--- src/logic/fes_defs.vh ---
// Constants for the following-error supervisor and hold logic
`ifndef FES_DEFS_VH
`define FES_DEFS_VH

// ****************************************
// Widths
// ****************************************
`define FES_POS_W 32
`define FES_SPEED_W 32
`define FES_COND_W 16
`define FES_SEL_W 7

// ****************************************
// Reset values
// ****************************************
`define FES_LIMIT_RESET 32'h000007D0
`define FES_WARN_RESET 32'h7FFFFFFF
`define FES_HOLD_SEL_RESET 7'h7F
`define FES_HOLD_SPEED_RESET 32'h00000000
`define FES_COND_RESET 16'h0000

// ****************************************
// Condition word fields
// ****************************************
`define FES_COND_WARN_BIT 1
`define FES_COND_FAULT_BIT 8

// ****************************************
// Filter and timing
// ****************************************
`define FES_FILTER_COUNT 2
`define FES_CLK_HZ 10000000
`define FES_SERVO_PERIOD_US 1000
`define FES_SERVO_CYCLES ((`FES_CLK_HZ / 1000000) * `FES_SERVO_PERIOD_US)

`endif

--- src/logic/fes_supervisor.v ---
// Per-axis following-error supervision, drive enable and hold override
`timescale 1ns/1ns
`include "fes_defs.vh"

// Behaviour
// RQ1: Error magnitude beyond limit sets the fault bit in the condition word.
// RQ2: Axis fault raises motion fault by default; motion fault opens drive relay.
// RQ3: Limit resets to 2000 edges, held in user units.
// RQ4: Filter select: fault same period, or after 2 consecutive exceeding periods.
// RQ5: Error above warning threshold sets condition bit 1, no fault.
// RQ6: Error is demand position minus measured position every servo period.
// RQ7: Capture faulting error when loop goes off; clear when loop comes on. Code captures at the first axis fault after a clear.
// RQ8: Hold select -1 disables (reset), 0 to 63 picks the line.
// RQ9: Selected hold line is asserted when low.
// RQ10: Held move ramps to hold speed using the ramp rates, not cancelled.
// RQ11: Released hold ramps move back to its programmed speed.
// RQ12: Hold speed in user units, resets to zero, pausing the axis.
// RQ13: Hold affects only speed-controlled moves; linked, cam, geared run on.
// RQ14: Comparisons once per servo period against absolute error.
module fes_supervisor #(
    parameter POS_W = `FES_POS_W,
    parameter SPEED_W = `FES_SPEED_W,
    parameter COND_W = `FES_COND_W,
    parameter HOLD_LINES = 64,
    parameter FILTER_COUNT = `FES_FILTER_COUNT,
    parameter SERVO_CYCLES = `FES_SERVO_CYCLES
) (
    input wire ref_clk,
    input wire rst,
    input wire [POS_W-1:0] demandPosition,
    input wire [POS_W-1:0] measuredPosition,
    input wire limitWrite,
    input wire [POS_W-1:0] limitWriteData,
    input wire warnWrite,
    input wire [POS_W-1:0] warnWriteData,
    input wire limitFilterSelect,
    input wire faultRaisesMotion,
    input wire faultClear,
    input wire servoOn,
    input wire relayRequest,
    input wire holdSelectWrite,
    input wire [`FES_SEL_W-1:0] holdSelectWriteData,
    input wire holdSpeedWrite,
    input wire [SPEED_W-1:0] holdSpeedWriteData,
    input wire [HOLD_LINES-1:0] inputLines,
    input wire moveActive,
    input wire moveSpeedControlled,
    input wire [SPEED_W-1:0] programmedSpeed,
    input wire [SPEED_W-1:0] rampUpRate,
    input wire [SPEED_W-1:0] rampDownRate,
    output reg servoTick,
    output reg [POS_W-1:0] followingError,
    output reg [COND_W-1:0] axisConditionWord,
    output reg motionFault,
    output reg driveEnableRelay,
    output reg [POS_W-1:0] faultErrorCapture,
    output reg [POS_W-1:0] followingErrorLimit,
    output reg [POS_W-1:0] followingErrorWarnThreshold,
    output reg [`FES_SEL_W-1:0] holdInputSelect,
    output reg [SPEED_W-1:0] holdSpeed,
    output reg holdActive,
    output reg [SPEED_W-1:0] commandSpeed
);

    // ****************************************
    // Declarations
    // ****************************************
    localparam CNT_W = 32;
    localparam FILT_W = 4;
    localparam [CNT_W-1:0] TICK_LAST = SERVO_CYCLES - 1;
    localparam integer FILTER_INT = FILTER_COUNT;
    localparam [FILT_W-1:0] FILTER_LAST = FILTER_INT[FILT_W-1:0];
    localparam IDX_W = `FES_SEL_W - 1;

    reg [CNT_W-1:0] tickCount;
    reg [FILT_W-1:0] exceedRun;
    reg servoOnPrev;
    reg axisFaultRaised;
    wire [POS_W-1:0] errorValue;
    wire [POS_W-1:0] errorMagnitude;
    wire exceedsLimit;
    wire exceedsWarn;
    wire faultQualified;
    wire faultEvent;
    wire motionEvent;
    wire captureEvent;
    wire servoOnRise;
    wire [IDX_W-1:0] holdLineIndex;
    wire holdLineLow;
    wire holdEnabled;
    wire holdApplies;
    wire [SPEED_W-1:0] rampTarget;
    wire [SPEED_W-1:0] rampedSpeed;
    reg [FILT_W-1:0] next_exceedRun;

    // ****************************************
    // Servo period divider
    // ****************************************
    // Every comparison waits for this pulse so results stay period-aligned
    always @(posedge ref_clk) begin
        if (rst) begin
            tickCount <= {CNT_W{1'b0}};
            servoTick <= 1'b0;
        end else if (tickCount == TICK_LAST) begin
            tickCount <= {CNT_W{1'b0}};
            servoTick <= 1'b1; // see RQ14
        end else begin
            tickCount <= tickCount + {{(CNT_W-1){1'b0}}, 1'b1};
            servoTick <= 1'b0;
        end
    end

    // ****************************************
    // Configuration holding registers
    // ****************************************
    always @(posedge ref_clk) begin
        if (rst) begin
            followingErrorLimit <= `FES_LIMIT_RESET; // see RQ3
            followingErrorWarnThreshold <= `FES_WARN_RESET;
            holdInputSelect <= `FES_HOLD_SEL_RESET; // see RQ8
            holdSpeed <= `FES_HOLD_SPEED_RESET; // see RQ12
        end else begin
            if (limitWrite) begin
                followingErrorLimit <= limitWriteData;
            end
            if (warnWrite) begin
                followingErrorWarnThreshold <= warnWriteData;
            end
            // Values outside -1 and 0 to 63 are ignored
            if (holdSelectWrite &&
                (holdSelectWriteData == `FES_HOLD_SEL_RESET ||
                 !holdSelectWriteData[`FES_SEL_W-1])) begin
                holdInputSelect <= holdSelectWriteData; // see RQ8
            end
            if (holdSpeedWrite) begin
                holdSpeed <= holdSpeedWriteData; // see RQ12
            end
        end
    end

    // ****************************************
    // Error computation and comparison
    // ****************************************
    fes_error_compare #(
        .POS_W(POS_W)
    ) u_compare (
        .demandPosition(demandPosition),
        .measuredPosition(measuredPosition),
        .followingErrorLimit(followingErrorLimit),
        .followingErrorWarnThreshold(followingErrorWarnThreshold),
        .errorValue(errorValue),
        .errorMagnitude(errorMagnitude),
        .exceedsLimit(exceedsLimit),
        .exceedsWarn(exceedsWarn)
    );

    always @(posedge ref_clk) begin
        if (rst) begin
            followingError <= {POS_W{1'b0}};
        end else if (servoTick) begin
            followingError <= errorValue; // see RQ6
        end
    end

    // ****************************************
    // Limit filter
    // ****************************************
    // Run of consecutive exceeding periods, saturating at the filter length
    always @* begin
        next_exceedRun = exceedRun;
        if (!exceedsLimit) begin
            next_exceedRun = {FILT_W{1'b0}};
        end else if (exceedRun < FILTER_LAST) begin
            next_exceedRun = exceedRun + {{(FILT_W-1){1'b0}}, 1'b1};
        end
    end

    always @(posedge ref_clk) begin
        if (rst) begin
            exceedRun <= {FILT_W{1'b0}};
        end else if (servoTick) begin
            exceedRun <= next_exceedRun; // see RQ4
        end
    end

    // Filtered mode trades a period of latency for immunity to a lone spike
    assign faultQualified = limitFilterSelect ? (next_exceedRun >= FILTER_LAST)
        : exceedsLimit; // see RQ4
    assign faultEvent = servoTick && faultQualified; // see RQ1
    // Motion fault follows only while the axis fault is set to propagate
    assign motionEvent = faultEvent && faultRaisesMotion; // see RQ2

    // ****************************************
    // Condition word and faults
    // ****************************************
    always @(posedge ref_clk) begin
        if (rst) begin
            axisConditionWord <= `FES_COND_RESET;
        end else begin
            if (servoTick) begin
                axisConditionWord[`FES_COND_WARN_BIT] <= exceedsWarn; // see RQ5
            end
            // Set wins over a clear in the same cycle
            if (faultEvent) begin
                axisConditionWord[`FES_COND_FAULT_BIT] <= 1'b1; // see RQ1
            end else if (faultClear) begin
                axisConditionWord[`FES_COND_FAULT_BIT] <= 1'b0;
            end
        end
    end

    always @(posedge ref_clk) begin
        if (rst) begin
            axisFaultRaised <= 1'b0;
            motionFault <= 1'b0;
        end else begin
            if (faultEvent) begin
                axisFaultRaised <= 1'b1;
            end else if (faultClear) begin
                axisFaultRaised <= 1'b0;
            end
            if (motionEvent) begin
                motionFault <= 1'b1; // see RQ2
            end else if (faultClear) begin
                motionFault <= 1'b0;
            end
        end
    end

    // Relay opens on the same edge as the motion fault, never a cycle late
    always @(posedge ref_clk) begin
        if (rst) begin
            driveEnableRelay <= 1'b0;
        end else begin
            driveEnableRelay <= relayRequest && !motionFault && !motionEvent; // see RQ2
        end
    end

    // ****************************************
    // Faulting error capture
    // ****************************************
    // Only the first event after a clear is kept
    assign captureEvent = faultEvent && !motionFault && !axisFaultRaised;
    assign servoOnRise = servoOn && !servoOnPrev;

    // Loop is forced off by the motion fault; capture is at the first axis fault event after a clear
    always @(posedge ref_clk) begin
        if (rst) begin
            servoOnPrev <= 1'b0;
            faultErrorCapture <= {POS_W{1'b0}};
        end else begin
            servoOnPrev <= servoOn;
            if (captureEvent) begin
                faultErrorCapture <= errorValue; // see RQ7
            end else if (servoOnRise) begin
                faultErrorCapture <= {POS_W{1'b0}}; // see RQ7
            end
        end
    end

    // ****************************************
    // Hold input and speed override
    // ****************************************
    assign holdEnabled = !holdInputSelect[`FES_SEL_W-1]; // see RQ8
    // While disabled the index lands on the top line; the enable masks it
    assign holdLineIndex = holdInputSelect[IDX_W-1:0];
    assign holdLineLow = !inputLines[holdLineIndex]; // see RQ9
    assign holdApplies = holdActive && moveSpeedControlled; // see RQ13
    // Release returns the same move to its own programmed speed
    assign rampTarget = !moveActive ? {SPEED_W{1'b0}}
        : (holdApplies ? holdSpeed : programmedSpeed); // see RQ10 RQ11

    always @(posedge ref_clk) begin
        if (rst) begin
            holdActive <= 1'b0;
        end else begin
            holdActive <= holdEnabled && holdLineLow; // see RQ9
        end
    end

    fes_speed_ramp #(
        .SPEED_W(SPEED_W)
    ) u_ramp (
        .ref_clk(ref_clk),
        .rst(rst),
        .stepEnable(servoTick),
        .targetSpeed(rampTarget),
        .rampUpRate(rampUpRate),
        .rampDownRate(rampDownRate),
        .rampedSpeed(rampedSpeed)
    );

    // Linked, cam and geared moves bypass the ramp entirely
    always @(posedge ref_clk) begin
        if (rst) begin
            commandSpeed <= {SPEED_W{1'b0}};
        end else if (moveSpeedControlled) begin
            commandSpeed <= rampedSpeed; // see RQ10 RQ11
        end else begin
            commandSpeed <= programmedSpeed; // see RQ13
        end
    end

endmodule

--- src/logic/fes_error_compare.v ---
// Following-error magnitude and threshold comparison
`timescale 1ns/1ns
`include "fes_defs.vh"

module fes_error_compare #(
    parameter POS_W = `FES_POS_W
) (
    input wire [POS_W-1:0] demandPosition,
    input wire [POS_W-1:0] measuredPosition,
    input wire [POS_W-1:0] followingErrorLimit,
    input wire [POS_W-1:0] followingErrorWarnThreshold,
    output wire [POS_W-1:0] errorValue,
    output wire [POS_W-1:0] errorMagnitude,
    output wire exceedsLimit,
    output wire exceedsWarn
);
    // Wraps like the position counters themselves
    assign errorValue = demandPosition - measuredPosition; // see RQ6
    // Most negative value saturates rather than wrapping to itself
    assign errorMagnitude = errorValue[POS_W-1] ?
        ((errorValue == {1'b1, {(POS_W-1){1'b0}}}) ? {1'b0, {(POS_W-1){1'b1}}}
        : (~errorValue + {{(POS_W-1){1'b0}}, 1'b1})) : errorValue; // see RQ14
    assign exceedsLimit = errorMagnitude > followingErrorLimit; // see RQ1
    assign exceedsWarn = errorMagnitude > followingErrorWarnThreshold; // see RQ5
endmodule

--- src/logic/fes_speed_ramp.v ---
// Speed ramp toward a target at separate up and down rates
`timescale 1ns/1ns
`include "fes_defs.vh"

module fes_speed_ramp #(
    parameter SPEED_W = `FES_SPEED_W
) (
    input wire ref_clk,
    input wire rst,
    input wire stepEnable,
    input wire [SPEED_W-1:0] targetSpeed,
    input wire [SPEED_W-1:0] rampUpRate,
    input wire [SPEED_W-1:0] rampDownRate,
    output reg [SPEED_W-1:0] rampedSpeed
);
    reg [SPEED_W-1:0] next_rampedSpeed;

    always @* begin
        next_rampedSpeed = rampedSpeed;
        if (rampedSpeed < targetSpeed) begin
            // Clip so the step never overshoots the target
            if (targetSpeed - rampedSpeed > rampUpRate) begin
                next_rampedSpeed = rampedSpeed + rampUpRate;
            end else begin
                next_rampedSpeed = targetSpeed;
            end
        end else if (rampedSpeed > targetSpeed) begin
            if (rampedSpeed - targetSpeed > rampDownRate) begin
                next_rampedSpeed = rampedSpeed - rampDownRate;
            end else begin
                next_rampedSpeed = targetSpeed;
            end
        end
    end

    always @(posedge ref_clk) begin
        if (rst) begin
            rampedSpeed <= {SPEED_W{1'b0}};
        end else if (stepEnable) begin
            rampedSpeed <= next_rampedSpeed; // see RQ10
        end
    end
endmodule

--- config.mk ---
export PLATFORM = sky130hd
export DESIGN_NAME = fes_supervisor
export DESIGN_NICKNAME = d
export VERILOG_FILES = /design/src/logic/fes_supervisor.v /design/src/logic/fes_error_compare.v /design/src/logic/fes_speed_ramp.v
export VERILOG_INCLUDE_DIRS = /design/src /design/src/logic
export SDC_FILE = /design/constraint.sdc
export NUM_CORES = 1
export LEC_CHECK = 0
export ABC_AREA = 0
export BUFFER_PORTS_ARGS = -buffer_cell sky130_fd_sc_hd__buf_4
export CORE_ASPECT_RATIO = 1.75
export CORE_MARGIN = 3
export CORE_UTILIZATION = 25
export DETAILED_ROUTE_END_ITERATION = 10
export GPL_ROUTABILITY_DRIVEN = 0
export GPL_TIMING_DRIVEN = 0
export PLACE_DENSITY = 0.43
export SYNTH_ARGS = -nofsm -noshare
export SYNTH_HDL_FRONTEND = slang
export SYNTH_HIERARCHICAL = 1
export SYNTH_SLANG_ARGS = --single-unit
--- constraint.sdc ---
create_clock -name ref_clk -period 12.4 [get_ports ref_clk]
set_input_delay 1.86 -clock ref_clk [delete_from_list [all_inputs] [get_ports ref_clk]]
set_output_delay 1.86 -clock ref_clk [all_outputs]
set_load 0.05 [all_outputs]
**After elaboration in Yosys (flattened, before gate mapping)**

Cells that the tools add are included.

- Memories kept: 0
- Output and inout port bits: 219
- Bits in latches: 0
- Flip-flop bits (word level): 274
- Word-level logic and storage cells: 82
- ROM bits: 0
- Bits in writable memories: 0
- Bits of input ports: 340

- Bitwise gates (word level): 1
- Div/mod/pow operators: 0
- Order comparisons: 9
- Multiplexer cells: 20
- Shifts and indexed selects: 0
- Add/sub/neg operators: 8
- Reduce and logical (&&, ||, !) cells: 24
- Multiply operators: 0
- Eq/ne operators: 3

Operators by type and width:

| operator | number |
|---|---|
| $mux W32 | 11 |
| $gt A32 B32 Y1 | 5 |
| $sub A32 B32 Y32 | 4 |
| $add A32 B1 Y32 const B | 2 |
| $add A32 B32 Y32 | 1 |
| $eq A32 B14 Y1 const B | 1 |
| $eq A32 B32 Y1 const B | 1 |
| $lt A32 B32 Y1 | 1 |
| $not A32 Y32 | 1 |
| $logic_and A1 B1 Y1 | 10 |
| $mux W4 | 2 |
| $reduce_bool A2 Y1 | 4 |
| $eq A7 B7 Y1 const B | 1 |
| $logic_not A1 Y1 | 7 |
| $lt A6 B7 Y1 const B | 1 |
| $bmux W1 S6 | 1 |
| $mux W1 | 6 |
| $add A4 B1 Y4 const B | 1 |
| $ge A4 B2 Y1 const B | 1 |
| $lt A4 B2 Y1 const B | 1 |
| $reduce_and A2 Y1 | 1 |
| $reduce_or A2 Y1 | 1 |
| $logic_or A1 B1 Y1 | 1 |

**Longest topological paths before layout**

Gate-level depths: netlist of run 1.

- Word-level depth: 13
- Depth in mapped cells: 32
- Depth with buffers taken out: 30

**Modules after synthesis**

The synthesis of run 1 kept the hierarchy.

Modules (own cells, without submodules):

| module | cells each | area an instance (um2) | sequential area each (um2) | instances |
|---|---|---|---|---|
| fes_speed_ramp | 1,387 | 10,083.4 | 640.6 | 1 |
| fes_supervisor | 1,036 | 9,904.5 | 4,844.6 | 1 |
| fes_error_compare | 727 | 4,779.6 | 0.0 | 1 |

**Worst setup path before layout of run 1**

No wires, ideal clock.

- Path kind: input to register
- Start point: input port demandPosition[0]
- End point: register faultErrorCapture[26]
- Data arrival time: 7.720 ns
- Required time: 12.333 ns
- Library setup time: 0.067 ns
- Stages on the path: 31
- Path buffers: 1
- Slack: 4.613 ns
- Cells stage by stage: inv_1 ha_1 fa_1 nand2b_2 a21oi_1 xnor2_2 inv_1 or3_1 or4_1 nor2_1 nand4_1 nor4_1 nand3_1 a22oi_1 ha_1 nor2b_1 o21a_1 o21a_1 o21ai_0 nand2b_1 a21oi_1 o21ai_0 a221o_1 o21ai_0 a21oi_1 nand2_1 a2111oi_2 a21oi_1 clkbuf_1 a22oi_1 nor2_1

- Elaborated cells between the ends (all ways): 15
- Those cells by class: 2 x add/sub; 2 x order compare; 1 x eq/ne; 5 x mux; 1 x bitwise; 4 x reduce/logical

RTL lines:

| element | RTL line | RTL |
|---|---|---|
| start, declared | fes_supervisor.v:30 | `input wire [POS_W-1:0] demandPosition,` |
| $sub A32 B32 Y32 * | fes_error_compare.v:18 | `assign errorValue = demandPosition - measuredPosition;` |
| via errorValue[4] | fes_supervisor.v:79 | `wire [POS_W-1:0] errorValue;` |
| $eq A32 B32 Y1 * | fes_error_compare.v:21 | `((errorValue == {1'b1, {(POS_W-1){1'b0}}}) ? {1'b0, {(POS_W-1){1'b1}}}` |
| $mux W32 * | fes_error_compare.v:21 |  |
| $mux W32 * | fes_error_compare.v:20 | `assign errorMagnitude = errorValue[POS_W-1] ?` |
| via errorMagnitude[1] | fes_supervisor.v:80 | `wire [POS_W-1:0] errorMagnitude;` |
| $gt A32 B32 Y1 * | fes_error_compare.v:23 | `assign exceedsLimit = errorMagnitude > followingErrorLimit;` |
| via exceedsLimit | fes_supervisor.v:81 | `wire exceedsLimit;` |
| $mux W4 | fes_supervisor.v:171 | `if (!exceedsLimit) begin` |
| $ge A4 B2 Y1 | fes_supervisor.v:187 | `assign faultQualified = limitFilterSelect ? (next_exceedRun >= FILTER_LAST)` |
| $mux W1 * | fes_supervisor.v:187 |  |
| $logic_and A1 B1 Y1 * | fes_supervisor.v:189 | `assign faultEvent = servoTick && faultQualified;` |
| $logic_and A1 B1 Y1 * (2 in series) | fes_supervisor.v:243 | `assign captureEvent = faultEvent && !motionFault && !axisFaultRaised;` |
| $mux W32 or $reduce_bool A2 Y1 (tied branches) | -- |  |
| end signal, assigned | fes_supervisor.v:250 | `faultErrorCapture <= {POS_W{1'b0}};` |
| end signal, assigned | fes_supervisor.v:254 | `faultErrorCapture <= errorValue;` |
| end signal, assigned | fes_supervisor.v:256 | `faultErrorCapture <= {POS_W{1'b0}};` |
| end, declared | fes_supervisor.v:56 | `output reg [POS_W-1:0] faultErrorCapture,` |

Mark *: on every way through the listed nets, which the timed path passes. The rest lies on a longest branch.
A chain may end at the register's enable or synchronous reset.

**Final worst setup path of run 1**

- Start point: input port moveSpeedControlled
- End point: register u_ramp.rampedSpeed[31]

- Cells in the longest elaborated chain, start to end: 8
- Elaborated cells between the ends (all ways): 15
- Those cells by class: 2 x add/sub; 4 x order compare; 6 x mux; 3 x reduce/logical

Ends and longest elaborated chain:

| element | RTL line | RTL |
|---|---|---|
| start, declared | fes_supervisor.v:47 | `input wire moveSpeedControlled,` |
| $logic_and A1 B1 Y1 * | fes_supervisor.v:268 | `assign holdApplies = holdActive && moveSpeedControlled;` |
| $mux W32 * | fes_supervisor.v:271 | `: (holdApplies ? holdSpeed : programmedSpeed);` |
| $mux W32 * | fes_supervisor.v:270 | `assign rampTarget = !moveActive ? {SPEED_W{1'b0}}` |
| via rampTarget[1] | fes_supervisor.v:92 | `wire [SPEED_W-1:0] rampTarget;` |
| $sub A32 B32 Y32 | fes_speed_ramp.v:28 | `if (rampedSpeed - targetSpeed > rampDownRate) begin` |
| $gt A32 B32 Y1 | fes_speed_ramp.v:28 |  |
| $mux W32 | fes_speed_ramp.v:28 |  |
| $mux W32 | fes_speed_ramp.v:27 | `end else if (rampedSpeed > targetSpeed) begin` |
| $mux W32 | fes_speed_ramp.v:20 | `if (rampedSpeed < targetSpeed) begin` |
| end signal, assigned | fes_speed_ramp.v:38 | `rampedSpeed <= {SPEED_W{1'b0}};` |
| end signal, assigned | fes_speed_ramp.v:40 | `rampedSpeed <= next_rampedSpeed;` |
| end, declared | fes_speed_ramp.v:14 | `output reg [SPEED_W-1:0] rampedSpeed` |

Mark *: on every way through the listed nets, which the timed path passes. The rest lies on a longest branch. The select of a mux whose other input is x is not followed.

==> impl_metrics.tcl, run 1 <==
set metrics [dict create \
    clock-sinks 274 \
    tritoncts_clock_tree "built" \
    max_slew.worst_pin.slew_ns 1.422 \
    cp_slowest_cell "a211oi_4" \
    synthesis.area_per_instance_um2 7.864 \
    dp.cells 5013 \
    floorplan.die.width_um 243.9 \
    min-delay-path-class "register to register" \
    post_synth_inst_count 3149 \
    static-leakage-power_uw 0.01492 \
    cts_inserted_buffers 35 \
    critical_path_peak_fanout 10 \
    finalWorstPathRequiredPeriod_ns 11.69 \
    placement.io_buffers 540 \
    drtAntennaViolNets 0 \
    met3_usage_pct 4.267 \
    cts_post_setup_buffers_inserted 0 \
    max_slew_margin_pct 4.542 \
    start_util_pct 25.23 \
    startpoint_kind_of_the_worst_setup_timing_path "input port" \
    yosys_warnings 6 \
    grt.met2_usage_pct 46.41 \
    grt_first_pass_wirelength_um 184300 \
    critPathRequiredTime_ns 12.90 \
    drc 2 \
    grt_pass1_vias 26802 \
    violations_in_the_final_reports "DRC" \
    nets 4374 \
    clk-insertion-delay-late_ns 0.60 \
    hold_violations 0 \
    hold-path-cell-count 1 \
    detailroute.via_count 25833 \
    crit_type "input port to register" \
    critPathCaptureType "register" \
    grt_max_degree 15 \
    clk_pin_slew_worst_paths_ns 0.06 \
    slowest_delay_ns 0.84 \
    routedWlPerCell_um 25.71 \
    finalSetupViolCount 0 \
    crit_arrival_ns 12.18 \
    worstRegToRegCells 29 \
    fin_crit_sh_pct 94.26 \
    report.final.slew_viol_count 0 \
    areaGrowthSynthToFinish_pct 28.49 \
    layout-drive-gt1-share_pct 19.22 \
    final-instance-count-excl-fill 5081 \
    rows 152 \
    gr-usage-met1_pct 24.73 \
    timing.clock.skew_ns 0.03799 \
    timing.max_cap.violations 0 \
    summed_instance_area_of_the_synthesized_netlist_um2 24760 \
    total_power_uw 3330 \
    power_density_nw_per_um2 104.7 \
    final.setup.tns_ns 0 \
    maximum_clock_path_buffer_count 3 \
    detailedRoute.firstPassIterationCount 8 \
    place_hpwl_um 111400 \
    busiest_layer "met2" \
    die_height_um 422.4 \
    post_cts.resized_instances 0 \
    antenna_found_initial 10 \
    peakVddDrop_v 0.00008103 \
    total_congestion_overflow_after_global_routing 0 \
    number_of_h_tree_levels 2 \
    io_pins 559 \
    critPathMostFrequentCell "nand2_1" \
    clk_root_buffer_cell "clkbuf_16" \
    core_um2 98130 \
    initialDrtViolationCount 1323 \
    clock.fmax_mhz 85.56 \
    wirelength_um 130600 \
    groute.usage.overall_pct 24.47 \
    rsz0062_at_grt "no" \
    finalHoldWorstSlack_ns 0.4572 \
    die_area_um2 103000 \
    postCtsHoldBufs 0 \
    route.detailed.vias_per_inst 5.084 \
    status "complete, but fails checks" \
    num-fill-cells 10821 \
]
[worst max-delay path, delay by kind of cell]
family | cells | cell delay (ns)
XOR/XNOR | 1 | 0.25
AND/OR/NAND/NOR | 10 | 2.24
adder cells (fa/ha/maj) | 2 | 0.84
buffers and inverters | 5 | 2.15
AO/OA/AOI/OAI | 12 | 4.80
[worst paths after layout]
| kind | start | end | slack, ns |
|---|---|---|---|
| min reg2reg | tickCount[0]$_SDFF_PP0_ | tickCount[0]$_SDFF_PP0_ | 0.46 |
| max | moveSpeedControlled | u_ramp/rampedSpeed[31]$_SDFFE_PP0P_ | 0.71 |
| max reg2reg | holdActive$_SDFF_PP0_ | u_ramp/rampedSpeed[31]$_SDFFE_PP0P_ | 2.39 |
| min | tickCount[0]$_SDFF_PP0_ | tickCount[0]$_SDFF_PP0_ | 0.46 |
[stage by stage]
stage               util, %  area (um^2)  setup slack (ns)
finish                32.42        31820            0.7119
global route          32.41        31800            0.3652
CTS                   32.41        31800            0.6406
detailed placement    31.13        30550           0.05244
global placement      31.08        30500           0.03474
floorplan                 -        24810             4.613
[cell type report]
cell class | count | area, um^2 | area share, %
Antenna cell | 6 | 15.01 | 0.04719
Buffer | 145 | 668.1 | 2.100
Clock buffer | 42 | 952.2 | 2.993
Clock inverter | 20 | 301.5 | 0.9477
Inverter | 273 | 1025 | 3.221
Multi-Input combinational cell | 2470 | 17660 | 55.49
Sequential cell | 274 | 5485 | 17.24
Tap cell | 1309 | 1638 | 5.147
Timing Repair Buffer | 542 | 4076 | 12.81
[power by group]
| group | total, uW | switching, uW | internal [uW] | leakage, uW |
|---|---|---|---|---|
| clock | 1150 | 489 | 665 | 0.000600 |
| combinational | 1240 | 800 | 443 | 0.0121 |
| sequential | 934 | 28.3 | 906 | 0.00224 |
[sequential cells by signal (all words and copies together) (netlist names), 32 cells and up]
register / count
followingErrorWarnThreshold: 32
followingError: 32
commandSpeed: 32
followingErrorLimit: 32
u_ramp/rampedSpeed: 32
tickCount: 32
faultErrorCapture: 32
holdSpeed: 32
[layout by cell type (no fill, tap or decap), types with 86 or more instances in the layout]
cell      instances
dfxtp_1         274
mux2i_1         174
xnor2_1          96
nand2_1         290
inv_1           272
buf_4           558
clkbuf_1         86
ha_1            288
a21o_1           93
nor2_1          315
o21ai_0         125
a21oi_1         222
[routing by layer]
layer / vias to the layer above / share of wire, %
met5: - / 0.031
met4: 6 / 6.9
met3: 275 / 5.3
met2: 941 / 52
met1: 12270 / 36
li1: 12341 / -
No activity file was read; power rests on OpenSTA's default activity.
==> run 2, diff against run 1 <==
Settings changed: ABC_AREA 0 to 1, PLACE_DENSITY 0.43 to 0.42.
==> impl_metrics.tcl, run 2 <==
set metrics [dict create \
    status "complete, no violations" \
    timing.clock.skew_ns 0.03706 \
    maximum_clock_path_buffer_count 3 \
    max_slew_margin_pct 10.97 \
    detailedRoute.firstPassIterationCount 6 \
    clock-sinks 274 \
    postCtsHoldBufs 0 \
    critical_path_peak_fanout 10 \
    routedWlPerCell_um 23.38 \
    post_synth_inst_count 4789 \
    critPathCaptureType "register" \
    gr-usage-met1_pct 25.87 \
    hold_violations 0 \
    rsz0062_at_grt "no" \
    post_placement_cell_area_um2 34310 \
    rows 162 \
    total_congestion_overflow_after_global_routing 0 \
    static-leakage-power_uw 0.01884 \
    design_area_um2 35570 \
    initialDrtViolationCount 1941 \
    place_hpwl_um 138900 \
    route.detailed.vias_per_inst 4.797 \
    final_common_cell "nand2_1" \
    yosys_warnings 6 \
    number_of_h_tree_levels 2 \
    post_synthesis_adder_cell_area_fraction_pct 13.07 \
    fraction_of_synthesized_area_in_multiplexers_pct 0 \
    clk_pin_slew_worst_paths_ns 0.06 \
    groute.usage.overall_pct 26.65 \
    synth_top_family_by_area "simple AND/OR/NAND/NOR gates" \
    crit_type "input port to register" \
    grt_max_degree 14 \
    synth_largest_area_cell "dfxtp_1" \
    post-route-worst-setup-slack_ns 3.997 \
    synth_enable_flop_cells 0 \
    io_pins 559 \
    yosysTopAreaCellShare_pct 19.36 \
    synthesis.area_per_instance_um2 5.918 \
    final.setup.tns_ns 0 \
    met3_usage_pct 4.366 \
    placement.io_buffers 543 \
    max_slew.worst_pin.slew_ns 1.335 \
    fin_crit_sh_pct 67.77 \
    post_cts.resized_instances 0 \
    core_um2 111900 \
    clk_root_buffer_cell "clkbuf_16" \
    tritoncts_clock_tree "built" \
    layout-drive-gt1-share_pct 15.31 \
    drc 0 \
    report.final.slew_viol_count 0 \
    min-delay-path-class "register to register" \
    ys_seq_elements 274 \
    netlist_top_cells_area "dfxtp_1 (19%), nand2_1 (17%), ha_1 (13%), inv_1 (10%), nor2_1 (7.6%)" \
    die_height_um 451.4 \
    cts_post_setup_buffers_inserted 0 \
    wirelength_um 161200 \
    areaGrowthSynthToFinish_pct 25.50 \
    power_density_nw_per_um2 97.05 \
    drtAntennaViolNets 0 \
    grt_first_pass_wirelength_um 225700 \
    number_of_distinct_standard_cells_referenced_by_the_synthesized_netlist 66 \
    finalSetupViolCount 0 \
    compound_gate_fraction_of_synth_area_pct 12.28 \
    synth_top_flop_cell "dfxtp_1" \
    nets 6015 \
    synthSimpleGateAreaFrac_pct 37.97 \
    synth_sequential_area_ratio_pct 19.36 \
    yosys-top-cells-count "nand2_1 (1310), inv_1 (755), nor2_1 (573)" \
    synth-xor-area-share_pct 3.863 \
    floorplan.die.width_um 260.5 \
    critPathRequiredTime_ns 12.89 \
    place_ws_ns 3.434 \
    cp_slowest_cell "a21boi_0" \
    clock.fmax_mhz 119.0 \
    grt.met2_usage_pct 50.64 \
    peakVddDrop_v 0.00008460 \
    detailroute.via_count 33066 \
    slowest_delay_ns 0.71 \
    layout.cells.most_common_list "nand2_1 (1310), inv_1 (755), buf_4 (578), nor2_1 (573), nand3_1 (390)" \
    summed_instance_area_of_the_synthesized_netlist_um2 28340 \
    busiest_layer "met2" \
    crit_arrival_ns 8.89 \
    startpoint_kind_of_the_worst_setup_timing_path "input port" \
    die_area_um2 117600 \
    synthMostInstantiatedCell "nand2_1" \
    start_util_pct 25.33 \
    finalCoreUtilization_pct 31.79 \
    async_set_reset_flop_share_out_of_synthesis_pct 0 \
    finalWorstPathRequiredPeriod_ns 8.403 \
    critPathMostFrequentCell "nand2_1" \
    timing.max_cap.violations 0 \
    clk-insertion-delay-late_ns 0.61 \
    antenna_found_initial 16 \
    cts_inserted_buffers 35 \
    grt_pass1_vias 33890 \
]
[run 2: logic make-up after synthesis]
group / count (synthesis)
buf+inv: 946
simple gates: 2532
flops: 274
compound gates: 618
xor+xnor: 125
fa+ha+maj: 293
other cells: 1
[run 2: metrics by stage]
stage / power (uW) / hold slack (ns) / instances
2_1_floorplan: 1760 / 0.4175 / 4802
3_3_place_gp: 2299 / 0.4382 / 6821
3_5_place_dp: 2309 / 0.4404 / 6821
4_1_cts: 3482 / 0.4551 / 6883
5_1_grt: 3627 / 0.4762 / 6886
6_report: 3452 / 0.4488 / 6893
[run 2: final timing paths]
path | startpoint | end | slack (ns) | cells after the start
worst max-delay path | moveSpeedControlled | u_ramp/rampedSpeed[15]$_SDFFE_PP0P_ | 4.00 | 28
worst min-delay path | tickCount[0]$_SDFF_PP0_ | tickCount[0]$_SDFF_PP0_ | 0.45 | 1
worst max register to register | holdActive$_SDFF_PP0_ | u_ramp/rampedSpeed[15]$_SDFFE_PP0P_ | 4.99 | 27
worst min register to register | tickCount[0]$_SDFF_PP0_ | tickCount[0]$_SDFF_PP0_ | 0.45 | 1
[run 2: layer usage]
layer  share of wire [%]  wire (um)  vias to the layer above
met2                  52      83930                     1109
li1                    -          -                    16392
met5               0.043         69                        -
met3                 5.2       8418                      367
met1                  34      55400                    15188
met4                 8.3      13350                       10
[run 2: worst max-delay path, delay by kind of cell]
| family | cells | cell delay, ns |
|---|---|---|
| xor gates and xnor gates | 1 | 0.19 |
| AOI/OAI and AO/OA | 6 | 1.96 |
| adders and majority gates | 2 | 0.60 |
| and+or+nand+nor | 12 | 2.40 |
| buffers and inverters | 7 | 1.82 |
[run 2: area by class of cell]
type                            instances  area (um^2)
Fill cell                           12919        76320
Multi-Input combinational cell       3582        19090
Sequential cell                       274         5485
Timing Repair Buffer                  543         4076
Inverter                              782         2945
Tap cell                             1476         1847
Clock buffer                           45        963.4
Buffer                                164        865.8
Clock inverter                         17        265.3
Antenna cell                           10        25.02
[run 2: where the power goes]
group	internal, uW	total [uW]	switching (uW)
Sequential	911	941	30.2
Clock	644	1150	507
Combinational	420	1360	939
